**config.mk**
```make
export PLATFORM = sky130hd
export DESIGN_NAME = spm_pin_mux
export DESIGN_NICKNAME = d
export VERILOG_FILES = /design/src/logic/spm_pkg.sv /design/src/logic/spm_sync.sv /design/src/logic/spm_pin_mux.sv
export SDC_FILE = /design/constraint.sdc
export NUM_CORES = 1
export LEC_CHECK = 0
export BUFFER_PORTS_ARGS = -buffer_cell sky130_fd_sc_hd__buf_2
export CELL_PAD_IN_SITES_DETAIL_PLACEMENT = 1
export CELL_PAD_IN_SITES_GLOBAL_PLACEMENT = 2
export CORE_UTILIZATION = 28
export CTS_CLUSTER_SIZE = 20
export DETAILED_ROUTE_END_ITERATION = 7
export GPL_TIMING_DRIVEN = 0
export PLACE_DENSITY_LB_ADDON = 0.2
export SLEW_MARGIN = 15
export SYNTH_ARGS = -nofsm -noshare
export SYNTH_HDL_FRONTEND = slang
export SYNTH_SLANG_ARGS = --single-unit
```
**constraint.sdc**
```tcl
create_clock -name clk -period 0.8 [get_ports clk]
set_input_delay 0.08 -clock clk [delete_from_list [all_inputs] [get_ports clk]]
set_output_delay 0.08 -clock clk [all_outputs]
set_load 0.01 [all_outputs]
```
**src/logic/spm_pkg.sv**
```systemverilog
// Constants and types for the shared pin multiplexer.
// Assumes one system clock; the owning units live on that same clock.
package spm_pkg;

   localparam int PIN_COUNT      = 16;
   localparam int VECTOR_W       = 4;
   localparam int GPIO_HALF_W    = 4;
   localparam int HOST_W         = 12;
   localparam int SERIAL_W       = 8;
   localparam int IOC_W          = 16;

   // Selection bits inside the I/O configuration register.
   localparam int IOC_UPPER_SEL_BIT  = 12;
   localparam int IOC_SERIAL_SEL_BIT = 10;

   // Pin field positions.
   localparam int UPPER_GRP_LO   = 0;
   localparam int LOWER_GRP_LO   = 4;
   localparam int LOWER_GPIO_LO  = 4;
   localparam int SERIAL_LO      = 8;

   // Reset values.
   localparam logic [VECTOR_W-1:0]  VECTOR_OE_ON = 4'hF;
   localparam logic [VECTOR_W-1:0]  VECTOR_RESET = 4'h0;
   localparam logic [HOST_W-1:0]    HOST_RESET   = 12'h000;
   localparam logic [PIN_COUNT-1:0] PIN_RESET = 16'h0000;

   typedef enum logic {
      SPM_UPPER_VECTOR = 1'b0,
      SPM_UPPER_GPIO = 1'b1
   } spm_upper_owner_t;

   typedef enum logic {
      SPM_LOWER_HOST   = 1'b0,
      SPM_LOWER_SERIAL = 1'b1
   } spm_lower_owner_t;

endpackage

```
**src/logic/spm_sync.sv**
```systemverilog
// Two-flop synchroniser for a bus of independent pin levels.
// Assumes each bit is a slow level; no bus coherency is promised.
`timescale 1ns/1ps
`default_nettype none
module spm_sync #(
   parameter int W = 16
) (
   input  wire logic         clk,
   input  wire logic         reset_n,
   input  wire logic [W-1:0] async_in,
   output logic      [W-1:0] sync_out
);

   logic [W-1:0] stage1;
   logic [W-1:0] next_stage1;
   logic [W-1:0] next_sync_out;

   always_comb begin
      next_stage1   = async_in;
      next_sync_out = stage1;
   end

   always_ff @(posedge clk or negedge reset_n) begin
      if (!reset_n) begin
         stage1   <= '0;
         sync_out <= '0;
      end else begin
         stage1   <= next_stage1;
         sync_out <= next_sync_out;
      end
   end

endmodule
`default_nettype wire

```
**src/logic/spm_pin_mux.sv**
```systemverilog
// Shared pin multiplexer: hands 16 package pins between internal units.
// Assumes the configuration word and unit signals come from logic on clk,
// and the pins are resolved outside from pin_out and pin_oe.
`timescale 1ns/1ps
`default_nettype none

module spm_pin_mux (
   input  wire logic                            clk,
   input  wire logic                            reset_n,
   input  wire logic [spm_pkg::IOC_W-1:0]       io_config,
   input  wire logic [spm_pkg::VECTOR_W-1:0]    irq_vector_code_out,
   input  wire logic [spm_pkg::GPIO_HALF_W-1:0] upper_gpio_bits_out,
   input  wire logic [spm_pkg::GPIO_HALF_W-1:0] upper_gpio_bits_oe,
   output logic      [spm_pkg::GPIO_HALF_W-1:0] upper_gpio_bits_in,
   input  wire logic [spm_pkg::GPIO_HALF_W-1:0] lower_gpio_bits_out,
   input  wire logic [spm_pkg::GPIO_HALF_W-1:0] lower_gpio_bits_oe,
   output logic      [spm_pkg::GPIO_HALF_W-1:0] lower_gpio_bits_in,
   input  wire logic [spm_pkg::HOST_W-1:0]      parallel_host_port_out,
   input  wire logic [spm_pkg::HOST_W-1:0]      parallel_host_port_oe,
   output logic      [spm_pkg::HOST_W-1:0]      parallel_host_port_in,
   input  wire logic [spm_pkg::SERIAL_W-1:0]    second_serial_port_out,
   input  wire logic [spm_pkg::SERIAL_W-1:0]    second_serial_port_oe,
   output logic      [spm_pkg::SERIAL_W-1:0]    second_serial_port_in,
   input  wire logic [spm_pkg::PIN_COUNT-1:0]   pin_in,
   output logic      [spm_pkg::PIN_COUNT-1:0]   pin_out,
   output logic      [spm_pkg::PIN_COUNT-1:0]   pin_oe,
   output logic                                 upper_gpio_pin_select,
   output logic                                 second_serial_pin_select
);

   localparam int UL = spm_pkg::UPPER_GRP_LO;
   localparam int LL = spm_pkg::LOWER_GRP_LO;
   localparam int GL = spm_pkg::LOWER_GPIO_LO;
   localparam int SL = spm_pkg::SERIAL_LO;
   localparam int VW = spm_pkg::VECTOR_W;
   localparam int GW = spm_pkg::GPIO_HALF_W;
   localparam int PW = spm_pkg::HOST_W;
   localparam int SW = spm_pkg::SERIAL_W;
   localparam int UB = spm_pkg::IOC_UPPER_SEL_BIT;
   localparam int SB = spm_pkg::IOC_SERIAL_SEL_BIT;

   spm_pkg::spm_upper_owner_t upper_owner;
   spm_pkg::spm_upper_owner_t next_upper_owner;
   spm_pkg::spm_lower_owner_t lower_owner;
   spm_pkg::spm_lower_owner_t next_lower_owner;

   logic [spm_pkg::PIN_COUNT-1:0] pin_sync;
   logic [spm_pkg::PIN_COUNT-1:0] next_pin_out;
   logic [spm_pkg::PIN_COUNT-1:0] next_pin_oe;
   logic [GW-1:0]                 next_upper_in;
   logic [GW-1:0]                 next_lower_in;
   logic [PW-1:0]                 next_host_in;
   logic [SW-1:0]                 next_serial_in;

   // Pin levels come from outside the clock domain.
   spm_sync #(
      .W (spm_pkg::PIN_COUNT)
   ) u_pin_sync (
      .clk      (clk),
      .reset_n  (reset_n),
      .async_in (pin_in),
      .sync_out (pin_sync)
   );

   always_comb begin
      case (io_config[spm_pkg::IOC_UPPER_SEL_BIT])
         1'b1:    next_upper_owner = spm_pkg::SPM_UPPER_GPIO;
         default: next_upper_owner = spm_pkg::SPM_UPPER_VECTOR;
      endcase
      case (io_config[spm_pkg::IOC_SERIAL_SEL_BIT])
         1'b1:    next_lower_owner = spm_pkg::SPM_LOWER_SERIAL;
         default: next_lower_owner = spm_pkg::SPM_LOWER_HOST;
      endcase
   end

   // The pin drivers are built from the next owner so that a select change
   // moves drive and owner on the same edge; a single mux per pin means two
   // units can never drive one pin, even in the switching cycle.
   // One owner per pin
   always_comb begin
      next_pin_out  = spm_pkg::PIN_RESET;
      next_pin_oe   = spm_pkg::PIN_RESET;
      next_upper_in = '0;
      next_lower_in = '0;
      next_host_in  = '0;
      next_serial_in = '0;
      case (next_upper_owner)
         spm_pkg::SPM_UPPER_GPIO: begin
            next_pin_out[UL +: GW] = upper_gpio_bits_out;
            next_pin_oe[UL +: GW]  = upper_gpio_bits_oe;
            next_upper_in          = pin_sync[UL +: GW];
         end
         default: begin
            next_pin_out[UL +: VW] = irq_vector_code_out;
            next_pin_oe[UL +: VW]  = spm_pkg::VECTOR_OE_ON;
         end
      endcase
      case (next_lower_owner)
         spm_pkg::SPM_LOWER_SERIAL: begin
            next_pin_out[GL +: GW] = lower_gpio_bits_out;
            next_pin_oe[GL +: GW]  = lower_gpio_bits_oe;
            next_lower_in          = pin_sync[GL +: GW];
            next_pin_out[SL +: SW] = second_serial_port_out;
            next_pin_oe[SL +: SW]  = second_serial_port_oe;
            next_serial_in         = pin_sync[SL +: SW];
         end
         default: begin
            next_pin_out[LL +: PW] = parallel_host_port_out;
            next_pin_oe[LL +: PW]  = parallel_host_port_oe;
            next_host_in           = pin_sync[LL +: PW];
         end
      endcase
   end

   // Reset leaves vectors driving low and the host port released.
   always_ff @(posedge clk or negedge reset_n) begin
      if (!reset_n) begin
         upper_owner           <= spm_pkg::SPM_UPPER_VECTOR;
         lower_owner           <= spm_pkg::SPM_LOWER_HOST;
         pin_out               <= spm_pkg::PIN_RESET;
         pin_oe                <= {{(spm_pkg::PIN_COUNT-VW){1'b0}},
                                   spm_pkg::VECTOR_OE_ON};
         upper_gpio_bits_in    <= '0;
         lower_gpio_bits_in    <= '0;
         parallel_host_port_in <= spm_pkg::HOST_RESET;
         second_serial_port_in <= '0;
      end else begin
         upper_owner           <= next_upper_owner;
         lower_owner           <= next_lower_owner;
         pin_out               <= next_pin_out;
         pin_oe                <= next_pin_oe;
         upper_gpio_bits_in    <= next_upper_in;
         lower_gpio_bits_in    <= next_lower_in;
         parallel_host_port_in <= next_host_in;
         second_serial_port_in <= next_serial_in;
      end
   end

   always_comb begin
      upper_gpio_pin_select    = (upper_owner == spm_pkg::SPM_UPPER_GPIO);
      second_serial_pin_select = (lower_owner == spm_pkg::SPM_LOWER_SERIAL);
   end
endmodule
`default_nettype wire

```
==> results of run 1 <==
==> repair_timing <==
action	4_1_cts	5_1_grt
resized for setup	13	7
setup endpoints to repair	62	62
hold endpoints to repair	93	43
==> area by class of cell <==
type	count	area (um2)
Buffer	6	46.3
Clock buffer	11	131
Clock inverter	5	41.3
Fill cell	1075	5050
Multi-Input combinational cell	60	515
Sequential cell	94	2360
Tap cell	133	166
Timing Repair Buffer	220	1640
==> worst paths after layout <==
| path | end | start | cells past startpoint |
|---|---|---|---|
| setup / recovery | pin_oe[2] | pin_oe[2] | 1 |
| hold / removal | parallel_host_port_in[8] | reset_n | 1 |
| setup reg to reg | lower_gpio_bits_in[0] | u_pin_sync.sync_out[4] | 1 |
| hold reg to reg | u_pin_sync.sync_out[12] | u_pin_sync.next_sync_out[12] | 0 |
| max in group asynchronous | pin_oe[13] | reset_n | 2 |
| min in group clk | pin_out[3] | io_config[12] | 2 |
==> cell usage after synthesis <==
master    count
buf_4         4
nand2b_1      4
dfstp_2       4
dfrtp_1      90
mux2_2       28
and2_1       16
clkbuf_2      1
nor2b_1      12
buf_6         1
==> report_power, final <==
part           total [mW]  internal (mW)  switching (mW)
Clock                2.77           1.17            1.60
Combinational        1.25          0.763           0.490
Sequential           5.12           5.03          0.0881
Total                9.14           6.96            2.18
==> registers in the layout, summed over array words and instances (netlist names) <==
signal / flops
pin_oe: 16
pin_out: 16
u_pin_sync.next_sync_out: 16
u_pin_sync.sync_out: 16
parallel_host_port_in: 12
second_serial_port_in: 8
lower_gpio_bits_in: 4
upper_gpio_bits_in: 4
second_serial_pin_select: 1
upper_gpio_pin_select: 1
==> metal layers <==
layer	up-vias	global-route usage, %	routed length (um)
met5	-	0	0
met4	0	6.22	183
met2	64	27.1	4230
met3	14	4.57	302
li1	972	-	-
met1	1037	14.0	2610
==> placed cells by master (no fill, tap or decap) <==
cell type,n
inv_6,3
dfstp_2,4
clkbuf_1,2
dlygate4sd3_1,78
buf_2,120
and2_1,16
mux2_2,28
buf_6,21
dfrtp_1,90
clkinvlp_4,2
buf_16,1
clkbuf_2,1
nor2b_1,12
buf_4,5
nand2b_1,4
clkbuf_8,9
==> cell families after synthesis <==
| family | after synthesis |
|---|---|
| flops | 94 |
| simple gates | 32 |
| mux | 28 |
| buf+inv | 6 |
==> run summary, run 1 <==
number of global-route vias before repair: 2,380
Post-Route Utilization: 49.2%
Row Count: 36
Antenna Cells: 0
top-area cell type share of the netlist area: 77.2%
drt via density: 3.95
DIE AREA: 0.0108 mm2
cell area after layout: 0.00490 mm2
Via Count: 2,087
WL/cell: 13.9 um
Distinct cells, synth: 9
Tmin final: 1.06 ns
CP cell instances: buf_6
Routed Antenna Nets: 0
Post-Synth XOR/XNOR Area: 0%
adder-cell share of the synthesized area: 0%
Max Clock Freq: 945 MHz
slowest stage delay, CP: 0.54 ns
largest net degree at the start of global routing: 49
critical path required time: 0.72 ns
Simple-Gate Fraction of Synth Area: 6.86%
CP Launch Type: register
Compound-Gate Fraction of Synth Area: 0%
first drt pass iteration count: 3
critical path class: register to output port
CP bufs+invs: 1
endpoints failing setup: 62
worst relative slew slack: 58.7%
outcome: finished, violations left
CP max-delay cell: dfstp_2
Net Count, Synth: 254
Sink Count: 94
CTS tree: yes
sequential area share after synthesis: 80.8%
r2r setup slk: 0.15 ns
clk slew on worst S/H paths: 0.09 ns
Final GP Congestion: 0.659
largest family of logic cells by synthesized area: multiplexers
worst slack, placed: -0.117 ns
Initial DRC Count: 25
period utilization: 132%
Slew Viols, Final: 0
Hold Crit Class: input port to asynchronous set/reset pin
# placed instances: 435
Worst-Margin Slew: 0.619 ns
cts hold-fix bufs: 78
setup bufs post-CTS: 0
#FFs+latches synth: 94
Initial Util: 29.3%
Crit Path Max Fanout: 1
total gr overflow: 0
layout cells sized above 1: 49.0%
Final Non-Filler Cells: 529
Worst VDD drop: 0.890 mV
crit path capture type: output port
Final Skew: 0.00388 ns
Placed Area: 0.00382 mm2
Arr. time, crit path: 0.98 ns
dpl hpwl: 4660 um
first-pass GRT wire length: 11,700 um
worst-skew pair later-pin latency: 0.34 ns
Total Wirelength: 7330 um
gr usage total: 14.3%
Pwr Total: 9.14 mW
violated checks: negative hold slack, negative setup slack
Syn Area/Cell: 18.2 um2
synthesized instance count: 160
unrepaired setup endpoints after global routing: true
initial antenna violation count: 0
DRC violations left: 0
Syn. warnings: 0
H-tree levels: 3
mux cell area share after synthesis: 10.8%
Setup TNS: -8.24 ns
die height: 104 um
Pleak: 2.38 nW
Die Wd: 104 um
layout net count: 485
core area: 0.00995 mm2
layout overhead on the synthesized area: 67.9%
clock root buffer: clkbuf_8
synthesized area: 0.00292 mm2
final hold slack: -0.259 ns
max_cap viols: 0
Final Hold Viols: 43
P per Cell Area: 1860 mW/mm2
crit-path leading delay family: flip-flops
Synth area leaders: dfrtp_1 (77%), mux2_2 (11%), dfstp_2 (3.6%)
CTS max path bufs: 2
CTS buffer count: 9
I/O Buffers: 141
fin worst setup slack: -0.259 ns
I/O pin cnt: 156
cell taking the most area after synthesis: dfrtp_1
Power figures use the tool's default switching activity.
==> run 2, diff against run 1 <==
--- a/config.mk
+++ b/config.mk
@@ -13,6 +13,7 @@
 export DETAILED_ROUTE_END_ITERATION = 7
 export GPL_TIMING_DRIVEN = 0
 export PLACE_DENSITY_LB_ADDON = 0.2
+export SETUP_SLACK_MARGIN = 0.05
 export SLEW_MARGIN = 15
 export SYNTH_ARGS = -nofsm -noshare
 export SYNTH_HDL_FRONTEND = slang
==> run 2 against run 1 <==
Net effect: the flow still finishes with violations (negative hold slack, negative setup slack); register-to-register slack is essentially flat; worst hold slack got worse by 0.0021 ns; final area barely moved; fmax fell by 0.19%; combinational power is essentially flat; critical path type unchanged; largest cell class unchanged.
==> run summary, run 2 (same netlist as run 1, synthesis figures left out) <==
outcome: finished, violations left
violated checks: negative hold slack, negative setup slack
CP bufs+invs: 1
first-pass GRT wire length: 11,700 um
crit-path leading delay family: flip-flops
critical path class: register to output port
Crit Path Max Fanout: 1
I/O Buffers: 141
layout net count: 481
WL/cell: 14.0 um
unrepaired setup endpoints after global routing: true
clk slew on worst S/H paths: 0.09 ns
CP Launch Type: register
Routed Antenna Nets: 0
initial antenna violation count: 0
I/O pin cnt: 156
slowest stage delay, CP: 0.54 ns
CTS max path bufs: 2
Setup TNS: -8.29 ns
fill cell count: 1,069
period utilization: 133%
cell area after layout: 0.00490 mm2
Worst VDD drop: 0.884 mV
gr usage total: 14.3%
Hold Crit Class: input port to asynchronous set/reset pin
drt via density: 3.96
Final Hold Viols: 43
cts hold-fix bufs: 78
clock root buffer: clkbuf_8
Sink Count: 94
Final Skew: 0.00650 ns
dpl hpwl: 4660 um
layout overhead on the synthesized area: 67.7%
CTS buffer count: 9
Row Count: 36
die height: 104 um
most common library cell in the layout ignoring fill and taps: buf_2
Final GP Congestion: 0.659
Pleak: 2.41 nW
most frequent cells in the layout: buf_2 (116), dfrtp_1 (90), dlygate4sd3_1 (73)
Pwr Total: 9.13 mW
Antenna Cells: 0
DIE AREA: 0.0108 mm2
Via Count: 2,077
R2R cell count: 1
setup bufs post-CTS: 0
Arr. time, crit path: 0.98 ns
worst-skew pair later-pin latency: 0.34 ns
Worst-Margin Slew: 0.617 ns
Critical Path Stages: 1
total gr overflow: 0
Die Wd: 104 um
crit path capture type: output port
core area: 0.00995 mm2
H-tree levels: 3
endpoints failing setup: 62
Slew Viols, Final: 0
CP cell instances: buf_6
DRC violations left: 0
Initial Util: 29.3%
max_cap viols: 0
CTS tree: yes
first drt pass iteration count: 2
critical path required time: 0.72 ns
P per Cell Area: 1870 mW/mm2
Placed Area: 0.00382 mm2
largest net degree at the start of global routing: 49
Max Clock Freq: 943 MHz
CP max-delay cell: dfstp_2
layout cells sized above 1: 48.5%
Initial DRC Count: 23
Total Wirelength: 7330 um
final hold slack: -0.261 ns
worst relative slew slack: 58.9%
fin worst setup slack: -0.261 ns
number of global-route vias before repair: 2,380
Tmin final: 1.06 ns
-- run 2: final cells by class --
| type | count | area (um2) | area share [%] |
|---|---|---|---|
| Tap cell | 133 | 166 | 3.40 |
| Clock inverter | 5 | 41.3 | 0.843 |
| Multi-Input combinational cell | 60 | 519 | 10.6 |
| Timing Repair Buffer | 216 | 1630 | 33.4 |
| Clock buffer | 11 | 131 | 2.68 |
| Buffer | 6 | 46.3 | 0.946 |
| Sequential cell | 94 | 2360 | 48.1 |
-- run 2: repair_timing --
| action | 4_1_cts | 5_1_grt |
|---|---|---|
| endpoints found under the setup margin | 62 | 70 |
| endpoints found under the hold margin | 93 | 43 |
| resized for setup | 13 | 13 |
-- run 2: worst paths after layout --
kind	slack (ns)	start	endpoint
max	-0.26	pin_oe[0]	pin_oe[0]
min	-0.26	reset_n	parallel_host_port_in[8]
max reg2reg	0.15	u_pin_sync.sync_out[4]	lower_gpio_bits_in[0]
min reg2reg	0.35	u_pin_sync.next_sync_out[12]	u_pin_sync.sync_out[12]
max in group asynchronous	0.41	reset_n	pin_out[7]
min in group clk	0.04	io_config[12]	pin_out[3]
-- run 2: power breakdown --
part,internal (mW),switching [mW]
Combinational,0.763,0.489
Clock,1.17,1.60
Sequential,5.03,0.0887
-- run 2: routing by layer --
metal	track usage, %	wire [um]
met1	14.0	2580
met2	27.1	4280
met3	4.57	310
met4	6.22	161
met5	0	0
-- run 2: stage by stage --
| stage | worst slack (ns) | utilization (%) | std cells |
|---|---|---|---|
| after global routing | -0.321 | 49.2 | 525 |
| after floorplan | 0.107 | - | 160 |
| final | -0.261 | 49.2 | 525 |
| after global placement | -1.29 | 38.1 | 434 |
| after CTS | -0.294 | 48.8 | 529 |
| after detailed placement | -0.117 | 38.4 | 435 |
